**config.mk**
```make
export PLATFORM = sky130hd
export DESIGN_NAME = dac_spi_device_flat
export DESIGN_NICKNAME = d
export VERILOG_FILES = /design/src/common/dac_link_pkg.sv /design/src/common/dac_link_if.sv /design/src/dac_spi_device.sv /design/src/flat_wrapper.sv
export SDC_FILE = /design/constraint.sdc
export NUM_CORES = 1
export LEC_CHECK = 0
export ABC_AREA = 1
export ABC_CLOCK_PERIOD_IN_PS = 8100
export BUFFER_PORTS_ARGS = -buffer_cell sky130_fd_sc_hd__buf_4
export CORE_MARGIN = 8
export CORE_UTILIZATION = 50
export DETAILED_ROUTE_END_ITERATION = 10
export GPL_TIMING_DRIVEN = 0
export PLACE_DENSITY = 0.66
export SLEW_MARGIN = 20
export SYNTH_ARGS = -nofsm -noshare
export SYNTH_HDL_FRONTEND = slang
export SYNTH_SLANG_ARGS = --single-unit
```
**constraint.sdc**
```tcl
create_clock -name aclk -period 8.1 [get_ports aclk]
set_clock_uncertainty 0.1 [all_clocks]
set_input_delay 0 -clock aclk [delete_from_list [all_inputs] [get_ports aclk]]
set_output_delay 0 -clock aclk [all_outputs]
set_load 0.02 [all_outputs]
```
**src/common/dac_link_pkg.sv**
```systemverilog
// Constants, types and helpers shared by both ends of the serial link
// Assumes both ends run from a 10 MHz aclk
package dac_link_pkg;
    localparam int CLK_NS = 100;
    localparam int FRAME_BITS = 24;
    localparam int RW_BIT = 23;
    localparam int ADDR_LSB = 16;
    localparam int BOOT_TIME_NS = 3000;
    localparam int BOOT_CYC = (BOOT_TIME_NS + CLK_NS - 1) / CLK_NS;
    localparam int WAKE_TIME_US = 550;
    localparam int WAKE_CYC = (WAKE_TIME_US * 1000 + CLK_NS - 1) / CLK_NS;
    localparam int LINK_LAT = 8;
    localparam int SCLK_HALF = 16;
    // Device register addresses
    localparam logic [6:0] ADDR_CONFIG = 7'h1f;
    localparam logic [6:0] ADDR_TRIGGER = 7'h1c;
    localparam logic [6:0] ADDR_STATUS = 7'h22;
    localparam logic [6:0] ADDR_GPIO = 7'h24;
    localparam logic [6:0] ADDR_LINK = 7'h26;
    // Field positions
    localparam int LOCK_BIT = 14;
    localparam int CH_STRIDE = 3;
    localparam int RESET_KEY_LSB = 0;
    localparam int UNLOCK_LSB = 4;
    localparam int PROG_BIT = 8;
    localparam int SERIAL_OUT_ENABLE_BIT = 0;
    localparam int EDGE_BIT = 1;
    localparam int RST_EN_BIT = 0;
    localparam int DSLEEP_BIT = 1;
    localparam int SLEEP_MAP_LSB = 4;
    localparam int ALARM_USER_BIT = 0;
    localparam int ALARM_INT_BIT = 1;
    localparam logic [3:0] RESET_KEY = 4'ha;
    localparam logic [3:0] UNLOCK_KEY = 4'h5;
    localparam logic [1:0] VOUT_HIZ = 2'h3;
    // Factory values
    localparam logic [15:0] CONFIG_RST = 16'h0fff;
    localparam logic [15:0] LINK_RST = 16'h0000;
    localparam logic [15:0] GPIO_RST = 16'h0000;
    localparam logic [15:0] INT_WORD0 = 16'h5a3c;
    localparam logic [15:0] INT_WORD1 = 16'hc3a5;
    localparam logic [15:0] CRC_POLY = 16'h1021;
    localparam logic [15:0] CRC_INIT = 16'hffff;
    // Host register offsets and answers
    localparam logic [3:0] H_CMD = 4'h0;
    localparam logic [3:0] H_STATUS = 4'h4;
    localparam logic [3:0] H_RX = 4'h8;
    localparam logic [3:0] H_CTRL = 4'hc;
    localparam logic [1:0] RESP_OKAY = 2'h0;
    localparam logic [1:0] RESP_SLVERR = 2'h2;
    localparam logic [1:0] CTRL_RST = 2'h1;

    typedef enum logic [4:0] {
        ST_BOOT = 5'b00001,
        ST_RUN = 5'b00010,
        ST_HOLD = 5'b00100,
        ST_SLEEP = 5'b01000,
        ST_WAKE = 5'b10000
    } dev_state_t;

    typedef enum logic [2:0] {
        HS_WAIT = 3'b001,
        HS_IDLE = 3'b010,
        HS_SHIFT = 3'b100
    } host_state_t;

    function automatic logic [15:0] crc_step(input logic [15:0] crc, input logic [15:0] word);
        logic [15:0] c;
        c = crc;
        for (int i = 15; i >= 0; i--) begin
            c = (c[15] ^ word[i]) ? ({c[14:0], 1'b0} ^ CRC_POLY) : {c[14:0], 1'b0};
        end
        return c;
    endfunction

    function automatic logic [15:0] crc3(input logic [15:0] a, input logic [15:0] b, input logic [15:0] c);
        return crc_step(crc_step(crc_step(CRC_INIT, a), b), c);
    endfunction

    localparam logic [15:0] FACTORY_CRC = crc3(CONFIG_RST, LINK_RST, GPIO_RST);
    localparam logic [15:0] INT_CRC = crc3(INT_WORD0, INT_WORD1, 16'h0000);
endpackage

```
**src/common/dac_link_if.sv**
```systemverilog
// Pins between the converter's serial port and its host controller
// Assumes a pull-up on the data-out wire while the device releases it
`timescale 1ns/1ps
interface dac_link_if;
    logic sclk;
    logic sync_n;
    logic sdi;
    logic sdo;
    logic sdo_oe_n;
    logic gpio;
    logic sdo_line;

    assign sdo_line = sdo_oe_n ? 1'b1 : sdo;

    modport device (input sclk, input sync_n, input sdi, input gpio, output sdo, output sdo_oe_n);
    modport host (output sclk, output sync_n, output sdi, output gpio, input sdo_line);
endinterface

```
**src/dac_spi_device.sv**
```systemverilog
// Control core of the quad converter: serial port, resets, lock, store check
// Assumes link pins are asynchronous to aclk and sclk is far slower than aclk
`timescale 1ns/1ps

module dac_spi_device
    import dac_link_pkg::*;
#(
    parameter int WAKE_CYCLES = WAKE_CYC,
    parameter logic [15:0] INT_CRC_STORED = INT_CRC
) (
    input wire logic aclk,
    input wire logic aresetn,
    dac_link_if.device link,
    output logic [7:0] vout_state,
    output logic [3:0] iout_on,
    output logic ready,
    output logic deep_sleep,
    output logic iface_fixed
);
    // ******************************
    // Pin synchronisers
    // ******************************
    wire [3:0] pin_raw;
    logic [3:0] s1;
    logic [3:0] s2;
    logic [3:0] s3;
    logic [3:0] pin_f;
    logic [3:0] pin_q;

    assign pin_raw = {link.gpio, link.sdi, link.sync_n, link.sclk};

    for (genvar g = 0; g < 4; g++) begin : g_sync
        always_ff @(posedge aclk) begin
            if (!aresetn) begin
                s1[g] <= 1'b1;
                s2[g] <= 1'b1;
                s3[g] <= 1'b1;
                pin_f[g] <= 1'b1;
                pin_q[g] <= 1'b1;
            end else begin
                s1[g] <= pin_raw[g];
                s2[g] <= s1[g];
                s3[g] <= s2[g];
                if (s2[g] == s3[g]) begin
                    pin_f[g] <= s3[g];
                end
                pin_q[g] <= pin_f[g];
            end
        end
    end

    wire sclk_fall = pin_q[0] && !pin_f[0];
    wire sclk_rise = !pin_q[0] && pin_f[0];
    wire sync_low = !pin_f[1];
    wire sync_fall = pin_q[1] && !pin_f[1];
    wire sync_rise = !pin_q[1] && pin_f[1];
    wire sdi_v = pin_f[2];
    wire gpio_v = pin_f[3];
    wire gpio_fall = pin_q[3] && !pin_f[3];
    wire gpio_rise = !pin_q[3] && pin_f[3];

    // ******************************
    // Registers and store
    // ******************************
    dev_state_t state;
    logic [15:0] cnt;
    logic [15:0] cfg;
    logic [15:0] hl;
    logic [15:0] gcfg;
    logic alarm_user;
    logic alarm_int;
    logic [15:0] nv [0:2];
    logic [15:0] nv_crc;
    logic [23:0] rx_sh;
    logic [23:0] tx_sh;
    logic [23:0] echo;
    logic [4:0] bit_cnt;
    logic [4:0] tx_cnt;

    wire active = (state == ST_RUN);
    wire frame_ok = active && sync_rise && bit_cnt == 5'(FRAME_BITS);
    wire f_rw = rx_sh[RW_BIT];
    wire [6:0] f_addr = rx_sh[RW_BIT-1:ADDR_LSB];
    wire [15:0] f_data = rx_sh[15:0];
    wire wr = frame_ok && !f_rw;
    wire wr_trig = wr && f_addr == ADDR_TRIGGER;
    wire soft_rst = wr_trig && f_data[RESET_KEY_LSB+:4] == RESET_KEY;
    wire unlock = wr_trig && f_data[UNLOCK_LSB+:4] == UNLOCK_KEY;
    wire prog = wr_trig && f_data[PROG_BIT];
    wire wr_ok = wr && !cfg[LOCK_BIT];
    wire rst_pin_low = gcfg[RST_EN_BIT] && !gpio_v;
    wire sleep_entry = gcfg[DSLEEP_BIT] && !gcfg[RST_EN_BIT] && gpio_fall;
    wire boot_start = (active && soft_rst) || (state == ST_HOLD && gpio_rise);
    wire boot_done = state == ST_BOOT && cnt == 16'(BOOT_CYC - 1);
    wire user_bad = crc3(nv[0], nv[1], nv[2]) != nv_crc;
    wire int_bad = INT_CRC != INT_CRC_STORED;
    wire use_factory = user_bad || int_bad;
    wire [15:0] status_v = {14'h0000, alarm_int, alarm_user};
    wire [15:0] rd_val = f_addr == ADDR_CONFIG ? cfg :
                         f_addr == ADDR_LINK ? hl :
                         f_addr == ADDR_GPIO ? gcfg :
                         f_addr == ADDR_STATUS ? status_v : 16'h0000;

    // ******************************
    // Reset, boot and sleep sequencing
    // ******************************
    always_ff @(posedge aclk) begin
        if (!aresetn) begin
            state <= ST_BOOT;
            cnt <= 16'h0000;
        end else begin
            unique case (state)
                ST_BOOT: begin
                    cnt <= boot_done ? 16'h0000 : cnt + 16'h0001;
                    if (boot_done) begin
                        state <= ST_RUN;
                    end
                end
                ST_RUN: begin
                    cnt <= 16'h0000;
                    if (soft_rst) begin
                        state <= ST_BOOT;
                    end else if (rst_pin_low) begin
                        state <= ST_HOLD;
                    end else if (sleep_entry) begin
                        state <= ST_SLEEP;
                    end
                end
                ST_HOLD: begin
                    if (gpio_rise) begin
                        state <= ST_BOOT;
                    end
                end
                ST_SLEEP: begin
                    if (gpio_rise) begin
                        state <= ST_WAKE;
                    end
                end
                ST_WAKE: begin
                    cnt <= cnt + 16'h0001;
                    if (cnt == 16'(WAKE_CYCLES - 1)) begin
                        state <= ST_RUN;
                        cnt <= 16'h0000;
                    end
                end
            endcase
        end
    end

    // Store contents survive soft resets; factory data returns only on power loss or on a boot that finds a bad CRC
    always_ff @(posedge aclk) begin
        if (!aresetn) begin
            cfg <= CONFIG_RST;
            hl <= LINK_RST;
            gcfg <= GPIO_RST;
            alarm_user <= 1'b0;
            alarm_int <= 1'b0;
            nv[0] <= CONFIG_RST;
            nv[1] <= LINK_RST;
            nv[2] <= GPIO_RST;
            nv_crc <= FACTORY_CRC;
        end else if (boot_start) begin
            alarm_user <= 1'b0;
            alarm_int <= 1'b0;
        end else if (boot_done) begin
            cfg <= use_factory ? CONFIG_RST : nv[0];
            hl <= use_factory ? LINK_RST : nv[1];
            gcfg <= use_factory ? GPIO_RST : nv[2];
            alarm_user <= user_bad;
            alarm_int <= int_bad;
        end else if (active) begin
            if (wr_ok && f_addr == ADDR_CONFIG) begin
                cfg <= f_data;
            end else if (unlock) begin
                cfg[LOCK_BIT] <= 1'b0;
            end
            if (wr_ok && f_addr == ADDR_LINK) begin
                hl <= f_data;
            end
            if (wr_ok && f_addr == ADDR_GPIO) begin
                gcfg <= f_data;
            end
            if (prog) begin
                nv[0] <= cfg;
                nv[1] <= hl;
                nv[2] <= gcfg;
                nv_crc <= crc3(cfg, hl, gcfg);
            end
        end
    end

    // ******************************
    // Serial frame engine
    // ******************************
    // In falling-edge mode the first falling edge keeps bit 23 on the wire
    wire tx_edge = hl[EDGE_BIT] ? (sclk_fall && bit_cnt != 5'd0) : sclk_rise;
    wire tx_shift = active && sync_low && tx_edge && tx_cnt < 5'(FRAME_BITS - 1);

    always_ff @(posedge aclk) begin
        if (!aresetn) begin
            rx_sh <= 24'h00_0000;
            tx_sh <= 24'h00_0000;
            echo <= 24'h00_0000;
            bit_cnt <= 5'd0;
            tx_cnt <= 5'd0;
            iface_fixed <= 1'b0;
        end else begin
            if (sync_fall) begin
                bit_cnt <= 5'd0;
                tx_cnt <= 5'd0;
                tx_sh <= echo;
            end else begin
                if (active && sync_low && sclk_fall && bit_cnt < 5'(FRAME_BITS)) begin
                    rx_sh <= {rx_sh[22:0], sdi_v};
                    bit_cnt <= bit_cnt + 5'd1;
                end
                if (tx_shift) begin
                    tx_sh <= {tx_sh[22:0], 1'b0};
                    tx_cnt <= tx_cnt + 5'd1;
                end
            end
            if (frame_ok) begin
                echo <= {f_rw, f_addr, rd_val};
                iface_fixed <= 1'b1;
            end
        end
    end

    assign link.sdo = tx_sh[RW_BIT];

    // ******************************
    // Output and channel state
    // ******************************
    always_ff @(posedge aclk) begin
        if (!aresetn) begin
            link.sdo_oe_n <= 1'b1;
            ready <= 1'b0;
            deep_sleep <= 1'b0;
        end else begin
            link.sdo_oe_n <= !hl[SERIAL_OUT_ENABLE_BIT];
            ready <= active;
            deep_sleep <= state == ST_SLEEP || state == ST_WAKE;
        end
    end

    for (genvar c = 0; c < 4; c++) begin : g_ch
        wire pd = (gcfg[SLEEP_MAP_LSB+c] && !gcfg[RST_EN_BIT] && !gpio_v) || !active;
        always_ff @(posedge aclk) begin
            if (!aresetn) begin
                vout_state[2*c+:2] <= VOUT_HIZ;
                iout_on[c] <= 1'b0;
            end else begin
                vout_state[2*c+:2] <= pd ? VOUT_HIZ : cfg[CH_STRIDE*c+:2];
                iout_on[c] <= !pd && !cfg[CH_STRIDE*c+2];
            end
        end
    end
endmodule

```
**src/flat_wrapper.sv**
```systemverilog
// flat-port wrapper written by rule: the top's interface ports become plain ports
module dac_spi_device_flat import dac_link_pkg::*;
#(
    parameter int WAKE_CYCLES = WAKE_CYC,
    parameter logic [15:0] INT_CRC_STORED = INT_CRC
)
  (aclk, aresetn, vout_state, iout_on, ready, deep_sleep, iface_fixed, link_sclk, link_sync_n, link_sdi, link_gpio, link_sdo, link_sdo_oe_n);
  dac_link_if link_i ();
  input wire logic aclk;
  input wire logic aresetn;
  output logic [7:0] vout_state;
  output logic [3:0] iout_on;
  output logic ready;
  output logic deep_sleep;
  output logic iface_fixed;
  input wire logic [$bits(link_i.sclk)-1:0] link_sclk;
  input wire logic [$bits(link_i.sync_n)-1:0] link_sync_n;
  input wire logic [$bits(link_i.sdi)-1:0] link_sdi;
  input wire logic [$bits(link_i.gpio)-1:0] link_gpio;
  output wire logic [$bits(link_i.sdo)-1:0] link_sdo;
  output wire logic [$bits(link_i.sdo_oe_n)-1:0] link_sdo_oe_n;
  assign link_i.sclk = link_sclk;
  assign link_i.sync_n = link_sync_n;
  assign link_i.sdi = link_sdi;
  assign link_i.gpio = link_gpio;
  assign link_sdo = link_i.sdo;
  assign link_sdo_oe_n = link_i.sdo_oe_n;
  dac_spi_device #(.WAKE_CYCLES(WAKE_CYCLES), .INT_CRC_STORED(INT_CRC_STORED)) u_core (.aclk(aclk), .aresetn(aresetn), .link(link_i), .vout_state(vout_state), .iout_on(iout_on), .ready(ready), .deep_sleep(deep_sleep), .iface_fixed(iface_fixed));
endmodule
```
==> flow_summary.json <==
{
  "outcome": "finished clean",
  "crit_path_start": "u_core.state[2]",
  "minimum_period_implied_by_the_final_worst_setup_slack_ps": 4640,
  "die_w_um": 189,
  "grt_antenna_before_repair": 0,
  "critPathRequiredTime_ps": 8270,
  "post_synth_main_area_contributors": "sky130_fd_sc_hd__dfxtp_1 27%, sky130_fd_sc_hd__nand2_1 12%, sky130_fd_sc_hd__edfxtp_1 9.7%",
  "top_level_ports": 23,
  "coreArea_um2": 29500,
  "hold_path.class": "in2reg",
  "power_mw": 3.49,
  "row_count": 63,
  "critical_path.cell_chain": "nor2_1 -> inv_1 -> nor4_2 -> nand3_1 -> nor3_1 -> nand3_1 -> nand2_1 -> a311o_1 -> nand2_1 -> a21oi_1 -> nor2_1 -> nand2_1 -> clkbuf_1 -> buf_1 -> nor2_1",
  "tritoncts": "built",
  "synth_async_sr_flop_share_pct": 0,
  "worst_slew_margin_rel_pct": 32.7,
  "max_slew.worst_pin.slew_ps": 1000,
  "ctsHtreeMaxLevel": 1,
  "synth-edff-count": 48,
  "detail_route.wirelength_mm": 44.5,
  "crit_path_start_kind": "flop",
  "ir_drop_mv": 0.180,
  "number_of_clock_sinks": 251,
  "unrepaired_setup_endpoints_after_global_routing": "no",
  "yosys.area.top_type": "sky130_fd_sc_hd__dfxtp_1",
  "commonest_cells_post_synth": "489 x sky130_fd_sc_hd__nand2_1, 298 x sky130_fd_sc_hd__inv_1, 203 x sky130_fd_sc_hd__dfxtp_1",
  "layout.cell_area.non_filler_um2": 16600,
  "routed_via_density": 5.33,
  "grt_first_pass_wirelength_mm": 69.6,
  "post-cts-setup-buffer-count": 0,
  "final_hold_viol_count": 0,
  "chip_height_um": 189,
  "max_stage_delay_on_crit_path_ps": 750,
  "die_area_um2": 35600,
  "cts_made_buffers": 27,
  "worst_setup_path_endpoint": "u_core.nv[0][13]",
  "r2r.worst_path.cells": 15,
  "yosys_warnings": 0,
  "clk-insertion-delay-late_ps": 550,
  "ys_seq_area_share_pct": 36.9,
  "ant_nets": 0,
  "r2r-start": "u_core.state[2]",
  "post-dp-hpwl_mm": 35.4,
  "dp_worst_setup_slack_ps": 3540,
  "syn_area_per_cell_um2": 7.05,
  "num_antenna_cells": 0,
  "worst-endpoint-arrival_ps": 4820,
  "slowest_stage": "sky130_fd_sc_hd__nor4_2",
  "drc": 0,
  "synth_flop_cell": "sky130_fd_sc_hd__dfxtp_1",
  "post-synth-top-count-cell": "sky130_fd_sc_hd__nand2_1",
  "effective_utilization_at_floorplan_pct": 50.6,
  "grt_start_max_net_pins": 51,
  "clkTransAtPathRegs_ps": 70,
  "max_cap_viol_count": 0,
  "placed_cell_area_um2": 15600,
  "synth.distinct_cells": 50,
  "post_synth_net_total": 2128,
  "drc_marker_count_from_the_first_detailed_route_iteration": 1066,
  "synth_top_cell_area_share_pct": 27.2,
  "cts_root_buf": "sky130_fd_sc_hd__clkbuf_16",
  "syn-cell-area_um2": 14900,
  "synth_seq_cells": 251,
  "drt_pre_antenna_iters": 6,
  "placement.io_buffers": 21,
  "worstSetupPathType": "reg2reg",
  "num-nets-final": 2183,
  "syn-instance-count": 2117,
  "slew_viol_final": 0,
  "final.setup.tns_ps": 0,
  "setup_ws_ps": 3460,
  "overflow": 0,
  "cell_depth_of_the_worst_min_delay_path": 3,
  "power.density_nw_per_um2": 211,
  "route.vias.total": 13800,
  "worstReg2RegEnd": "u_core.nv[0][13]",
  "routed_wire_length_per_instance_um": 17.2,
  "setup.worst_path.end_class": "flop",
  "fmax_ghz": 0.215,
  "syn2layout_area_growth_pct": 11.1,
  "number_of_global_route_vias_before_repair": 13000,
  "max-clock-path-buffers": 3,
  "globalRouteTotalUtil_pct": 24.5,
  "post_route_cells_drive_above_1_share_pct": 12.7,
  "timing.reg2reg.setup_slack_ps": 3460,
  "p_leak_nw": 7.41,
  "gp_congestion": 0.983,
  "crit_fanout": 10,
  "timing.final.setup_violations": 0,
  "period_share_pct": 57.3
}
per-stage QoR:
step                util (%)  std cells  hold slack (ps)
floorplan                  -       2117             6.58
global placement        52.8       2528             89.2
detailed placement      52.9       2529             92.4
CTS                     56.2       2583             88.5
global route            56.2       2583             92.6
finish                  56.2       2583             86.0
final cells by class:
| cell class | instances | area [µm²] |
|---|---|---|
| buffer | 65 | 315 |
| tap | 390 | 488 |
| inverter | 323 | 1210 |
| sequential | 251 | 5510 |
| multi-input combinational | 1478 | 7890 |
| clock buffer | 31 | 722 |
| clock inverter | 19 | 224 |
| timing repair buffer | 26 | 225 |
| fill | 2871 | 12900 |
registers in the layout (all words and copies together) (netlist names), 2 cells and up:
register           flops
u_core.nv             48
u_core.echo           24
u_core.rx_sh          24
u_core.tx_sh          24
u_core.cfg            16
u_core.cnt            16
u_core.gcfg           16
u_core.hl             16
u_core.nv_crc         16
u_core.vout_state      8
u_core.bit_cnt         5
u_core.state           5
u_core.tx_cnt          5
u_core.iout_on         4
u_core.s1              4
u_core.s2              4
u_core.s3              4
u_core.pin_q           3
u_core.pin_f           2
critical path: cells and delay by family, from the launching register on:
family                 cells  cell delay (ps)
and+or+nand+nor           10             2370
buffers and inverters      3             1250
DFF                        1              330
AOI/OAI and AO/OA          2              320
cells by family (layout without fill, tap and decap cells):
family | Yosys count | count (layout) | synth area share (%)
simple gates | 1066 | 1066 | 33.6
buf+inv | 388 | 464 | 10.2
compound gates | 293 | 293 | 11.3
flops | 251 | 251 | 36.9
xor+xnor | 114 | 114 | 7.60
fa+ha+maj | 5 | 5 | 0.419
repair_timing:
| item | CTS | global route |
|---|---|---|
| hold buffers | 4 | 0 |
| gates resized for setup | 0 | 0 |
| endpoints found under the hold margin | 4 | 0 |
per-layer routing:
metal / vias to the layer above / wire length (µm) / track usage (%)
li1: 6868 / - / -
met1: 6384 / 19200 / 31.2
met2: 426 / 21000 / 42.1
met3: 98 / 2630 / 2.40
met4: 0 / 1660 / 9.41
met5: - / 0 / 0
cell usage in the layout, fill, tap and decap left out, types with 49 or more instances in the layout:
master	count
sky130_fd_sc_hd__xor2_1	77
sky130_fd_sc_hd__clkbuf_1	49
sky130_fd_sc_hd__dfxtp_1	203
sky130_fd_sc_hd__nand3_1	176
sky130_fd_sc_hd__nand2_1	489
sky130_fd_sc_hd__o21ai_0	119
sky130_fd_sc_hd__inv_1	298
sky130_fd_sc_hd__nand2_2	61
sky130_fd_sc_hd__nor2_1	187
sky130_fd_sc_hd__a21oi_1	88
power breakdown:
part	internal (mW)	switching, mW	leakage (nW)
Sequential	1.30	0.0233	2.06
Clock	0.773	0.535	0.466
Combinational	0.274	0.593	4.88
worst min-delay path by stage:
stage | start | slack (ps) | to
after floorplan | link_sclk | 7 | u_core.s1[0]
after global placement | link_gpio | 90 | u_core.s1[3]
after detailed placement | link_sdi | 90 | u_core.s1[2]
after CTS | link_sync_n | 90 | u_core.s1[1]
after global routing | link_sync_n | 90 | u_core.s1[1]
final | link_sync_n | 90 | u_core.s1[1]
No activity file was read; power rests on OpenSTA's default activity.
